## src/hdl/exec_pkg.sv

```systemverilog
// Shared constants and types for the instruction execution block
package exec_pkg;

	// Instruction word layout
	localparam int INSTR_WIDTH  = 12;        // Bits per instruction word
	localparam int OP_MSB       = 11;        // Operation field, top bit
	localparam int OP_LSB       = 9;         // Operation field, low bit
	localparam int JUMP_K_MSB   = 8;         // Jump target, top bit
	localparam int LIT_MSB      = 7;         // Literal operand, top bit
	localparam int DEST_BIT     = 5;         // Destination selector bit
	localparam int FADDR_MSB    = 4;         // File address, top bit

	// Data path sizes
	localparam int DATA_WIDTH   = 8;         // Accumulator and file width
	localparam int FADDR_WIDTH  = 5;         // File address width
	localparam int PC_WIDTH     = 11;        // Program counter width
	localparam int JUMP_K_WIDTH = 9;         // Jump operand width
	localparam int PAGE_MSB     = 10;        // Page bits in the counter
	localparam int PAGE_LSB     = 9;

	// Status register layout
	localparam logic [FADDR_WIDTH-1:0] STATUS_ADDR = 5'h03;
	localparam int STATUS_PAGE_MSB = 6;      // Page select, top bit
	localparam int STATUS_PAGE_LSB = 5;      // Page select, low bit
	localparam int ZERO_BIT        = 2;      // Zero flag position

	// Reset values and other constants
	localparam logic [DATA_WIDTH-1:0] DATA_RESET = 8'h00;
	localparam logic [PC_WIDTH-1:0]   PC_RESET   = 11'h000;
	localparam logic [PC_WIDTH-1:0]   PC_STEP    = 11'h001;
	localparam logic [DATA_WIDTH-1:0] ZERO_DATA  = 8'h00;
	localparam logic                  DEST_ACC   = 1'b0;

	// Operation codes carried in the operation field
	typedef enum logic [2:0] {
		OP_IDLE     = 3'h0,  // idle_instruction
		OP_JUMP     = 3'h1,  // jump_absolute
		OP_OR_LIT   = 3'h2,  // or_literal_into_acc
		OP_OR_FILE  = 3'h3,  // or_acc_with_file
		OP_STORE    = 3'h4,  // store_acc_to_file
		OP_COPY     = 3'h5,  // copy_file_reg
		OP_LOAD_LIT = 3'h6,  // load_literal_acc
		OP_OPTION   = 3'h7   // load option register
	} op_type;

	// Sequencer states, Gray coded
	typedef enum logic {
		SEQ_EXEC  = 1'b0,    // Accepting instructions
		SEQ_FLUSH = 1'b1     // Second cycle of a jump
	} seq_type;

endpackage : exec_pkg

```

## src/hdl/exec_core.sv

```systemverilog
// Execution core for jump, OR, move, idle and option-load instructions
//
// Overview of operation
// - Jump loads nine-bit target into counter low bits
// - Jump copies status page bits into counter top
// - Jump takes two cycles, flags unchanged
// - OR literal into accumulator, update zero
// - OR accumulator with file, update zero
// - Destination bit zero: accumulator; one: file
// - Copy file to destination, update zero
// - Store accumulator into file, flags unchanged
// - Load literal into accumulator, flags unchanged
// - Option load copies accumulator, flags unchanged
`timescale 1ns/1ps

module exec_core
	import exec_pkg::*;
#(
	parameter int FILE_COUNT = 32              // File registers present
)
(
	input  wire logic                             clock,
	input  wire logic                             srst,
	input  wire logic                             clk_en,
	input  wire logic                             instr_valid,
	input  wire logic [exec_pkg::INSTR_WIDTH-1:0] instr_word,
	output logic                                  instr_ready,
	input  wire logic [exec_pkg::FADDR_WIDTH-1:0] peek_addr,
	output logic      [exec_pkg::DATA_WIDTH-1:0]  peek_data,
	output logic      [exec_pkg::PC_WIDTH-1:0]    pc,
	output logic      [exec_pkg::DATA_WIDTH-1:0]  acc,
	output logic      [exec_pkg::DATA_WIDTH-1:0]  status,
	output logic      [exec_pkg::DATA_WIDTH-1:0]  option,
	output logic                                  zero_flag
);
	import exec_pkg::*;

	// Complete state of the core
	typedef struct packed {
		seq_type                              seq;     // Sequencer state
		logic [PC_WIDTH-1:0]                  pc;      // Program counter
		logic [DATA_WIDTH-1:0]                acc;     // Accumulator
		logic [DATA_WIDTH-1:0]                option;  // Option register
		logic [DATA_WIDTH-1:0]                peek;    // File read-back
		logic [FILE_COUNT-1:0][DATA_WIDTH-1:0] files;  // File registers
	} state_type;

	state_type state_q;                        // Registered state
	state_type state_d;                        // Next state

	// Decoded instruction fields
	op_type                  op_dec;           // Operation
	logic [JUMP_K_WIDTH-1:0] jump_k;           // Jump target
	logic [DATA_WIDTH-1:0]   literal;          // Eight-bit literal
	logic [FADDR_WIDTH-1:0]  faddr;            // File address
	logic                    dest;             // Destination selector
	logic                    take;             // Instruction accepted

	// Execution results
	logic [DATA_WIDTH-1:0]   file_val;         // Addressed file value
	logic [DATA_WIDTH-1:0]   result;           // Computed result
	logic                    result_zero;      // Result equals zero
	logic                    zero_upd;         // Zero flag is written
	logic                    acc_wr;           // Accumulator is written
	logic                    file_wr;          // File is written
	logic                    option_wr;        // Option is written

	// Split instruction word into fields
	assign op_dec  = op_type'(instr_word[OP_MSB:OP_LSB]);
	assign jump_k  = instr_word[JUMP_K_MSB:0];
	assign literal = instr_word[LIT_MSB:0];
	assign faddr   = instr_word[FADDR_MSB:0];
	assign dest    = instr_word[DEST_BIT];

	// Ready only in the execute state and while clocked
	assign instr_ready = clk_en && (state_q.seq == SEQ_EXEC);
	assign take        = instr_ready && instr_valid;

	// Out-of-range addresses read as zero
	assign file_val = (32'(faddr) < FILE_COUNT) ?
		state_q.files[faddr] : ZERO_DATA;

	// Result computation and destination decode
	exec_alu exec_alu_inst (
		.op          (op_dec),
		.acc         (state_q.acc),
		.file_val    (file_val),
		.literal     (literal),
		.dest        (dest),
		.result      (result),
		.result_zero (result_zero),
		.zero_upd    (zero_upd),
		.acc_wr      (acc_wr),
		.file_wr     (file_wr),
		.option_wr   (option_wr)
	);

	// Next-state logic
	always_comb
	begin
		state_d = state_q;
		// Read-back port tracks its address each enabled cycle
		state_d.peek = (32'(peek_addr) < FILE_COUNT) ?
			state_q.files[peek_addr] : ZERO_DATA;
		unique case (state_q.seq)
			// Accept and execute one instruction
			SEQ_EXEC:
			begin
				if (take)
				begin
					if (op_dec == OP_JUMP)
					begin
						// Target low bits and page from status
						state_d.pc[JUMP_K_WIDTH-1:0] = jump_k;
						state_d.pc[PAGE_MSB:PAGE_LSB] =
							state_q.files[STATUS_ADDR]
							[STATUS_PAGE_MSB:STATUS_PAGE_LSB];
						// Second cycle discards the next slot
						state_d.seq = SEQ_FLUSH;
					end
					else
					begin
						// Every other operation steps forward
						state_d.pc = state_q.pc + PC_STEP;
					end
					// Accumulator destination
					if (acc_wr)
					begin
						state_d.acc = result;
					end
					// File destination, one entry per address
					for (int i = 0; i < FILE_COUNT; i++)
					begin
						if (file_wr && (32'(faddr) == i))
						begin
							state_d.files[i] = result;
						end
					end
					// Option register load
					if (option_wr)
					begin
						state_d.option = result;
					end
					// Zero flag wins over a write to status
					if (zero_upd)
					begin
						state_d.files[STATUS_ADDR][ZERO_BIT] =
							result_zero;
					end
				end
			end
			// Discarded slot of a jump, only the read-back and the sequencer state change
			SEQ_FLUSH:
			begin
				state_d.seq = SEQ_EXEC;
			end
		endcase
	end

	// State register with clock enable and synchronous reset
	always_ff @(posedge clock)
	begin
		if (srst)
		begin
			state_q.seq    <= SEQ_EXEC;
			state_q.pc     <= PC_RESET;
			state_q.acc    <= DATA_RESET;
			state_q.option <= DATA_RESET;
			state_q.peek   <= DATA_RESET;
			state_q.files  <= '0;
		end
		else if (clk_en)
		begin
			state_q <= state_d;
		end
	end

	// Registered outputs
	assign pc        = state_q.pc;
	assign acc       = state_q.acc;
	assign option    = state_q.option;
	assign peek_data = state_q.peek;
	assign status    = state_q.files[STATUS_ADDR];
	assign zero_flag = state_q.files[STATUS_ADDR][ZERO_BIT];

	// Helper copy of the registered status
	logic [DATA_WIDTH-1:0] status_prev;        // Status before the edge
	assign status_prev = state_q.files[STATUS_ADDR];

	// Jump target lands in the low counter bits
	a_jump_target_low: assert property (
		@(posedge clock) disable iff (srst)
		take && op_dec == OP_JUMP |=>
			pc[JUMP_K_WIDTH-1:0] == $past(jump_k))
		else $error("jump target not loaded into counter");

	// Page bits come from status bits six and five
	a_jump_page_bits: assert property (
		@(posedge clock) disable iff (srst)
		take && op_dec == OP_JUMP |=>
			pc[PAGE_MSB:PAGE_LSB] ==
			$past(status_prev[STATUS_PAGE_MSB:STATUS_PAGE_LSB]))
		else $error("jump page bits not taken from status");

	// Jump blocks the next slot, then reopens
	a_jump_two_cycle: assert property (
		@(posedge clock) disable iff (srst)
		take && op_dec == OP_JUMP ##1 clk_en |->
			!instr_ready && status == $past(status) ##1
			state_q.seq == SEQ_EXEC)
		else $error("jump not two cycles or flags changed");

	// OR literal result and zero flag
	a_or_literal: assert property (
		@(posedge clock) disable iff (srst)
		take && op_dec == OP_OR_LIT |=>
			acc == ($past(acc) | $past(literal)) &&
			zero_flag == (acc == ZERO_DATA))
		else $error("or literal result wrong");

	// OR with file routed to the accumulator
	a_or_file_acc: assert property (
		@(posedge clock) disable iff (srst)
		take && op_dec == OP_OR_FILE && dest == DEST_ACC |=>
			acc == ($past(acc) | $past(file_val)) &&
			zero_flag == (acc == ZERO_DATA))
		else $error("or with file into accumulator wrong");

	// Destination one writes back the file, not the accumulator
	a_dest_file: assert property (
		@(posedge clock) disable iff (srst)
		take && dest != DEST_ACC && faddr != STATUS_ADDR &&
		(op_dec == OP_OR_FILE || op_dec == OP_COPY) |=>
			acc == $past(acc) &&
			state_q.files[$past(faddr)] == $past(result))
		else $error("file destination not honoured");

	// Copy in place tests the file for zero
	a_copy_zero: assert property (
		@(posedge clock) disable iff (srst)
		take && op_dec == OP_COPY |=>
			zero_flag == ($past(file_val) == ZERO_DATA))
		else $error("copy did not test for zero");

	// Store keeps flags and writes the file
	a_store_file: assert property (
		@(posedge clock) disable iff (srst)
		take && op_dec == OP_STORE && faddr != STATUS_ADDR |=>
			state_q.files[$past(faddr)] == $past(acc) &&
			status == $past(status))
		else $error("store to file wrong");

	// Literal load keeps flags
	a_load_literal: assert property (
		@(posedge clock) disable iff (srst)
		take && op_dec == OP_LOAD_LIT |=>
			acc == $past(literal) && status == $past(status))
		else $error("literal load wrong");

	// Option load copies the accumulator
	a_option_load: assert property (
		@(posedge clock) disable iff (srst)
		take && op_dec == OP_OPTION |=>
			option == $past(acc) && status == $past(status))
		else $error("option load wrong");

	// Zero flag follows any zero-updating result
	a_zero_flag: assert property (
		@(posedge clock) disable iff (srst)
		take && zero_upd |=> zero_flag == $past(result_zero))
		else $error("zero flag mismatch");

	// Idle changes nothing but the counter
	a_idle_only_pc: assert property (
		@(posedge clock) disable iff (srst)
		take && op_dec == OP_IDLE |=>
			pc == $past(pc) + PC_STEP && acc == $past(acc) &&
			state_q.files == $past(state_q.files) &&
			option == $past(option))
		else $error("idle altered state");

endmodule : exec_core

```

## src/hdl/exec_alu.sv

```systemverilog
// Result and write-enable logic for one executed instruction
`timescale 1ns/1ps

module exec_alu
(
	input  wire exec_pkg::op_type                op,
	input  wire logic [exec_pkg::DATA_WIDTH-1:0] acc,
	input  wire logic [exec_pkg::DATA_WIDTH-1:0] file_val,
	input  wire logic [exec_pkg::DATA_WIDTH-1:0] literal,
	input  wire logic                            dest,
	output logic      [exec_pkg::DATA_WIDTH-1:0] result,
	output logic                                 result_zero,
	output logic                                 zero_upd,
	output logic                                 acc_wr,
	output logic                                 file_wr,
	output logic                                 option_wr
);
	import exec_pkg::*;

	// Decode operation into result and destination enables
	always_comb
	begin
		result    = acc;
		zero_upd  = 1'b0;
		acc_wr    = 1'b0;
		file_wr   = 1'b0;
		option_wr = 1'b0;
		unique case (op)
			// Accumulator OR literal, back to accumulator
			OP_OR_LIT:
			begin
				result   = acc | literal;
				zero_upd = 1'b1;
				acc_wr   = 1'b1;
			end
			// Accumulator OR file, routed by destination
			OP_OR_FILE:
			begin
				result   = acc | file_val;
				zero_upd = 1'b1;
				acc_wr   = (dest == DEST_ACC);
				file_wr  = (dest != DEST_ACC);
			end
			// File contents to destination
			OP_COPY:
			begin
				result   = file_val;
				zero_upd = 1'b1;
				acc_wr   = (dest == DEST_ACC);
				file_wr  = (dest != DEST_ACC);
			end
			// Accumulator into file, flags untouched
			OP_STORE:
			begin
				result  = acc;
				file_wr = 1'b1;
			end
			// Literal into accumulator, flags untouched
			OP_LOAD_LIT:
			begin
				result = literal;
				acc_wr = 1'b1;
			end
			// Accumulator into option register
			OP_OPTION:
			begin
				result    = acc;
				option_wr = 1'b1;
			end
			// Jump and idle write nothing here
			OP_JUMP, OP_IDLE:
			begin
				result = acc;
			end
		endcase
	end

	// Zero test on the full result
	assign result_zero = (result == ZERO_DATA);

endmodule : exec_alu

```

## config.mk

```make
export PLATFORM = sky130hd
export DESIGN_NAME = exec_core
export DESIGN_NICKNAME = d
export VERILOG_FILES = /design/src/hdl/exec_pkg.sv /design/src/hdl/exec_core.sv /design/src/hdl/exec_alu.sv
export SDC_FILE = /design/constraint.sdc
export NUM_CORES = 1
export LEC_CHECK = 0
export BUFFER_PORTS_ARGS = -buffer_cell sky130_fd_sc_hd__buf_2
export CELL_PAD_IN_SITES_DETAIL_PLACEMENT = 1
export CELL_PAD_IN_SITES_GLOBAL_PLACEMENT = 1
export CORE_MARGIN = 4
export CORE_UTILIZATION = 30
export DETAILED_ROUTE_END_ITERATION = 6
export PLACE_DENSITY = 0.55
export SLEW_MARGIN = 20
export SYNTH_ARGS = -nofsm -noshare
export SYNTH_HDL_FRONTEND = slang
export SYNTH_SLANG_ARGS = --single-unit
```

## constraint.sdc

```tcl
create_clock -name clock -period 2.64 [get_ports clock]
set_input_delay 0.132 -clock clock [delete_from_list [all_inputs] [get_ports clock]]
set_output_delay 0.132 -clock clock [all_outputs]
set_load 0.005 [all_outputs]
```

==> reports/results.ini, run 1 <==
[run_status]
outcome = finished, violations left
failed_checks = negative hold slack

[drt]
vias_per_cell = 5.37
drtIter0Drc = 956
num_vias = 12700
m1WireLength_um = 26800
drcViolationCount = 0
highest_layer = met4
routedWlPerCell_um = 24.8
dr_wl_met3_um = 2650
wl_met2_um = 27700
wirelength_um = 58800
final_antenna_net_count = 0
dr.pass1.iters = 5

[synth]
async_reset_ff_frac = 0
syn-cell-area_um2 = 15200
ys_types = 56
syn_inst = 1589
mappedNetlistNets = 1611
ys.warnings.count = 0
synth-seq-area-share = 0.384
ys_ff_latch = 292
syn_area_per_cell_um2 = 9.58
yosysTopAreaCellShare = 0.384
synth_area_leader_cell = dfxtp_1
synthTopCellsByArea = dfxtp_1 38%, mux4_2 18%, nor2_1 8.6%, mux2i_1 8.4%, a211oi_1 7.1%
synth-edff-count = 0
yosys_most_used_dff = dfxtp_1

[clock_tree]
numCtsBuffers = 36
cts_max_level = 2
cts_sinks = 292
cts_tree = done
clk_path_buf_depth = 3
clkTransAtPathRegs_ns = 0.06
insertion_delay_ns = 0.55
cts-root-buf = clkbuf_16

[floorplanning]
die_h_um = 233
die_area_um2 = 54400
chipWidth_um = 233
core_um2 = 50200
initial_core_util = 0.303
row_count = 82
io_pins = 66

[timing]
hold_viol = 2
worst_hold_slack_ns = -0.0146
fmax_ghz = 0.385
slew_violations = 0
tns_ns = 0
rsz0062_at_grt = yes
slew_headroom = 0.537
finClkSkew_ns = 0.0163
layout_min_cycle_time_ns = 2.59
worstMarginPinSlew_ns = 0.694
setup_viol = 0
finalCritPeriodShare = 0.983

[global_routing]
grtUsageTotal = 0.214
grt_max_degree = 120
antenna_found_initial = 2
grt_first_pass_wirelength_um = 87400
grt-ovfl-total = 0
grt_pass1_vias = 13000

[setup_path]
r2r_cells = 8
cp-start-kind = flop
r2r_start = state_q[52]$_SDFFE_PP0P_
r2r-end = status[2]$_SDFFE_PP0P_
crit_type = reg -> reg
crit_arrival_ns = 3.04
crit_fanout = 2
worstSetupEndpointType = flop
reg2reg_slack_ns = 0.05
required_ns = 3.08

[finish]
nets = 1696
final_cell_mix = 347 x nor2_1, 290 x dfxtp_1, 161 x buf_4, 143 x a211oi_1, 128 x mux2i_1
drive_gt1_frac = 0.261
synthToLayoutAreaGrowth_pct = 19.8
final_common_cell = nor2_1
design_area_um2 = 18200

[hold_path]
hold_path_end = state_q[233]$_SDFFE_PP0P_
hp-start = srst
hp-class = in -> reg
whs_path_depth = 2

[place]
place_congestion = 0.900
numPortBuffers = 65
dpl.hpwl_um = 43000
placed_area_um2 = 17000

[pwr]
vdd_ir_drop_max_mv = 0.342
leakage_nw = 6.43
p_per_area_nw_per_um2 = 572

[job]
drv_cap = 0

## cell type report
class,instances,area (um^2)
Antenna cell,1,2.50
Inverter,9,33.8
Tap cell,672,841
Clock buffer,53,1060
Sequential cell,292,5850
Clock inverter,10,108
Multi-Input combinational cell,1093,8450
Timing Repair Buffer,242,1900
Fill cell,5614,31900
## critical path, cell delays in order, from the launching register on
cell,delay [ns]
dfxtp_1,0.32
mux4_2,0.47
mux2i_1,0.19
buf_4,0.15
o2111a_2,0.24
o21ai_2,0.08
or3_1,0.34
or4_4,0.42
o41ai_2,0.29
## flip-flops by register name, summed over array words and instances, names as in the netlist
signal / count
status: 8
option: 8
peek_data: 8
pc: 11
state_q: 249
acc: 8
## metal layers
metal,vias up,global-route usage
li1,5889,-
met5,-,0
met2,283,0.346
met3,81,0.0361
met4,0,0.0639
met1,6481,0.294
## logic make-up after synthesis
kind of cell,after synthesis,synth area share
multiplexers,257,0.272
XOR/XNOR,2,0.00115
adder cells (fa/ha/maj),1,0.000822
flip-flops,292,0.384
AO/OA/AOI/OAI,300,0.135
buffers and inverters,204,0.0655
AND/OR/NAND/NOR,533,0.142
## per-stage QoR
stage	utilization	setup slack, ns	power [mW]	instances
after detailed placement	0.339	-0.280	5.52	2305
after global placement	0.339	-0.239	5.51	2305
after global routing	0.363	-0.0596	10.8	2371
after CTS	0.362	0.0225	10.5	2370
final	0.363	0.0457	10.4	2372
after floorplan	-	0.0851	5.08	1589
## repair_timing
| item | CTS | global route |
|---|---|---|
| endpoints found under the hold margin | 1 | 0 |
| cloned | 0 | 1 |
| gates resized for setup | 3 | 8 |
| pin swaps | 3 | 1 |
| buffers inserted | 1 | 0 |
| endpoints found under the setup margin | 1 | 49 |
| hold buffers | 1 | 0 |
## synthesized netlist by cell type (all sizes together) (3+ instances only)
library cell / count
a211oi: 144
a21oi: 73
a22o: 4
a22oi: 12
a31oi: 5
and2: 5
and3: 7
buf: 87
clkbuf: 108
dfxtp: 292
inv: 9
mux2: 5
mux2i: 128
mux4: 124
nand2: 117
nand2b: 3
nand3: 8
nor2: 347
nor2b: 9
nor3: 22
nor3b: 3
o21ai: 27
o221ai: 5
o22ai: 10
o31ai: 3
o41ai: 3
## power by group
group          leakage [nW]  switching [mW]  internal [mW]  total (mW)
clock network         0.578            2.02           2.97        4.98
registers              2.35          0.0173           4.43        4.45
logic                  3.49           0.640          0.355       0.995
total                  6.43            2.67           7.75        10.4
## worst max-delay path by stage
| stage | start | endpoint | cells after the start | slack (ns) |
|---|---|---|---|---|
| after floorplan | state_q[204]$_SDFFE_PP0P_ | status[2]$_SDFFE_PP0P_ | 7 | 0.09 |
| after global placement | instr_word[3] | status[2]$_SDFFE_PP0P_ | 10 | -0.24 |
| after detailed placement | instr_word[3] | state_q[88]$_SDFFE_PP0P_ | 11 | -0.28 |
| after CTS | state_q[4]$_SDFFE_PP0P_ | status[2]$_SDFFE_PP0P_ | 8 | 0.02 |
| after global routing | state_q[20]$_SDFFE_PP0P_ | status[2]$_SDFFE_PP0P_ | 8 | -0.06 |
| final | state_q[52]$_SDFFE_PP0P_ | status[2]$_SDFFE_PP0P_ | 8 | 0.05 |
Note: power is estimated with default switching activity, not from simulation.
==> inputs of run 2 (changes only) <==
--- a/config.mk
+++ b/config.mk
@@ -11,7 +11,7 @@
 export CORE_MARGIN = 4
 export CORE_UTILIZATION = 30
 export DETAILED_ROUTE_END_ITERATION = 6
-export PLACE_DENSITY = 0.55
+export PLACE_DENSITY = 0.65
 export SLEW_MARGIN = 20
 export SYNTH_ARGS = -nofsm -noshare
 export SYNTH_HDL_FRONTEND = slang
==> run 2 against run 1 <==
The flow finishes with violations (negative setup slack). Critical path depth decreased by 2. Flip-flop and latch count unchanged. Sequential share of layout area increased by 0.053 points. Worst hold slack improved by 0.022 ns. Via count grew 2.5%. Die area unchanged. Clock skew up 0.0059 ns. Critical path type unchanged.
==> reports/results.ini, run 2 (synthesized netlist as in run 1, its figures left out) <==
[floorplanning]
initial_core_util = 0.303
core_um2 = 50200
die_h_um = 233
die_area_um2 = 54400
chipWidth_um = 233
io_pins = 66
row_count = 82

[finish]
final_common_cell = nor2_1
synthToLayoutAreaGrowth_pct = 19.5
largestRegisters = state_q x249, pc x11
instances_no_fill = 2358
final_cell_mix = 347 x nor2_1, 292 x dfxtp_1, 146 x buf_4, 143 x a211oi_1, 128 x mux2i_1
regMostFlops = state_q
nets = 1686
antenna_cells = 0
drive_gt1_frac = 0.253
largest_reg_flops = 249

[global_routing]
grt_pass1_vias = 13400
antenna_found_initial = 1
grtUsageTotal = 0.208
grt_max_degree = 137
grt_first_pass_wirelength_um = 86200
grt-ovfl-total = 0

[setup_path]
r2r_cells = 6
required_ns = 3.09
r2r_start = state_q[21]$_SDFFE_PP0P_
crit_arrival_ns = 3.11
crit_chain = mux4_2 > mux2i_1 > o2111ai_2 > a22o_1 > or4_1 > o41ai_2
worstSetupEndpointType = flop
r2r-end = status[2]$_SDFFE_PP0P_
startpoint = state_q[21]$_SDFFE_PP0P_
crit_type = reg -> reg
crit_fanout = 3
cp_slowest_cell = or4_1
cp_slowest_stage_delay_ns = 0.54
cp-start-kind = flop
reg2reg_slack_ns = -0.03
worstSetupEndpoint = status[2]$_SDFFE_PP0P_

[place]
numPortBuffers = 65
pre_cts_slack_ns = -0.465
dpl.hpwl_um = 41200
place_congestion = 0.919
dp_cells = 2295

[timing]
worstMarginPinSlew_ns = 1.01
hold_viol = 0
setup_viol = 1
slew_violations = 0
fmax_ghz = 0.375
layout_min_cycle_time_ns = 2.67
slew_headroom = 0.322
finalCritPeriodShare = 1.01
finClkSkew_ns = 0.0222
tns_ns = -0.0255
rsz0062_at_grt = yes
worst_hold_slack_ns = 0.00735
timing.final.ws_setup_ns = -0.0255

[clock_tree]
cts_sinks = 292
insertion_delay_ns = 0.54
cts_tree = done
numCtsBuffers = 34
clk_path_buf_depth = 3
cts-root-buf = clkbuf_16
cts_max_level = 2
clkTransAtPathRegs_ns = 0.07

[run_status]
outcome = finished, violations left
failed_checks = negative setup slack

[drt]
vias_per_cell = 5.53
num_vias = 13000
dr.pass1.iters = 5
drcViolationCount = 0
drtIter0Drc = 1070
final_antenna_net_count = 0
wirelength_um = 57300
routedWlPerCell_um = 24.3

[job]
drv_cap = 0

[pwr]
p_per_area_nw_per_um2 = 564
leakage_nw = 6.37
power_mw = 10.3
vdd_ir_drop_max_mv = 0.375

[hold_path]
hp-class = in -> reg

==> run 2: cell count changes in the layout (fill, tap and decap cells not counted), moves of 2 or more <==
cell	before	now
buf_12	16	21
buf_4	161	146
clkinv_2	6	4
dfxtp_1	290	292
dfxtp_2	2	0
dlygate4sd3_1	1	3
==> run 2: critical path, delay by kind of cell, from the launching register on <==
| family | cells | cell delay (ns) |
|---|---|---|
| compound gates | 3 | 0.87 |
| flops | 1 | 0.33 |
| mux | 2 | 0.83 |
| simple gates | 1 | 0.54 |
==> run 2: worst min path at each step <==
| stage | end | slack (ns) | depth (start not counted) | startpoint |
|---|---|---|---|---|
| 2_1_floorplan | pc[5]$_SDFFE_PP0P_ | 0.41 | 4 | instr_word[5] |
| 3_3_place_gp | state_q[74]$_SDFFE_PP0P_ | 0.45 | 2 | state_q[74]$_SDFFE_PP0P_ |
| 3_5_place_dp | state_q[74]$_SDFFE_PP0P_ | 0.47 | 2 | state_q[74]$_SDFFE_PP0P_ |
| 4_1_cts | pc[7]$_SDFFE_PP0P_ | 0.01 | 5 | instr_word[7] |
| 5_1_grt | state_q[241]$_SDFFE_PP0P_ | 0.05 | 2 | srst |
| 6_report | state_q[217]$_SDFFE_PP0P_ | 0.007 | 2 | srst |
==> run 2: report_power, final <==
part / internal, mW / leakage, nW / switching (mW)
clock network: 2.91 / 0.557 / 1.94
registers: 4.43 / 2.35 / 0.0183
logic: 0.348 / 3.46 / 0.618
==> run 2: timing repair <==
action,CTS,global route
setup endpoints to repair,34,74
buffers inserted,0,1
pin swaps,2,0
gates cloned,1,0
hold buffers,3,0
hold endpoints to repair,3,0
gates resized for setup,3,6
==> run 2: layer usage <==
| metal | share of wire | track usage | vias to the layer above |
|---|---|---|---|
| met2 | 0.49 | 0.349 | 371 |
| met5 | 0 | 0 | - |
| met1 | 0.43 | 0.277 | 6705 |
| li1 | - | - | 5885 |
| met4 | 0.033 | 0.0715 | 0 |
| met3 | 0.049 | 0.0252 | 88 |
==> run 2: area by class of cell <==
| cell class | instances | area [um^2] |
|---|---|---|
| clock buffers | 51 | 1040 |
| clock inverters | 7 | 88.8 |
| fillers | 5613 | 32000 |
| inverters | 9 | 33.8 |
| multi-input cells | 1094 | 8470 |
| flip-flops and latches | 292 | 5850 |
| well taps | 672 | 841 |
| repair buffers | 233 | 1880 |
==> run 2: stage by stage <==
step | cell area, um^2 | util
global route | 18200 | 0.363
floorplan | 15200 | -
CTS | 18200 | 0.362
detailed placement | 17000 | 0.338
global placement | 17000 | 0.338
finish | 18200 | 0.363
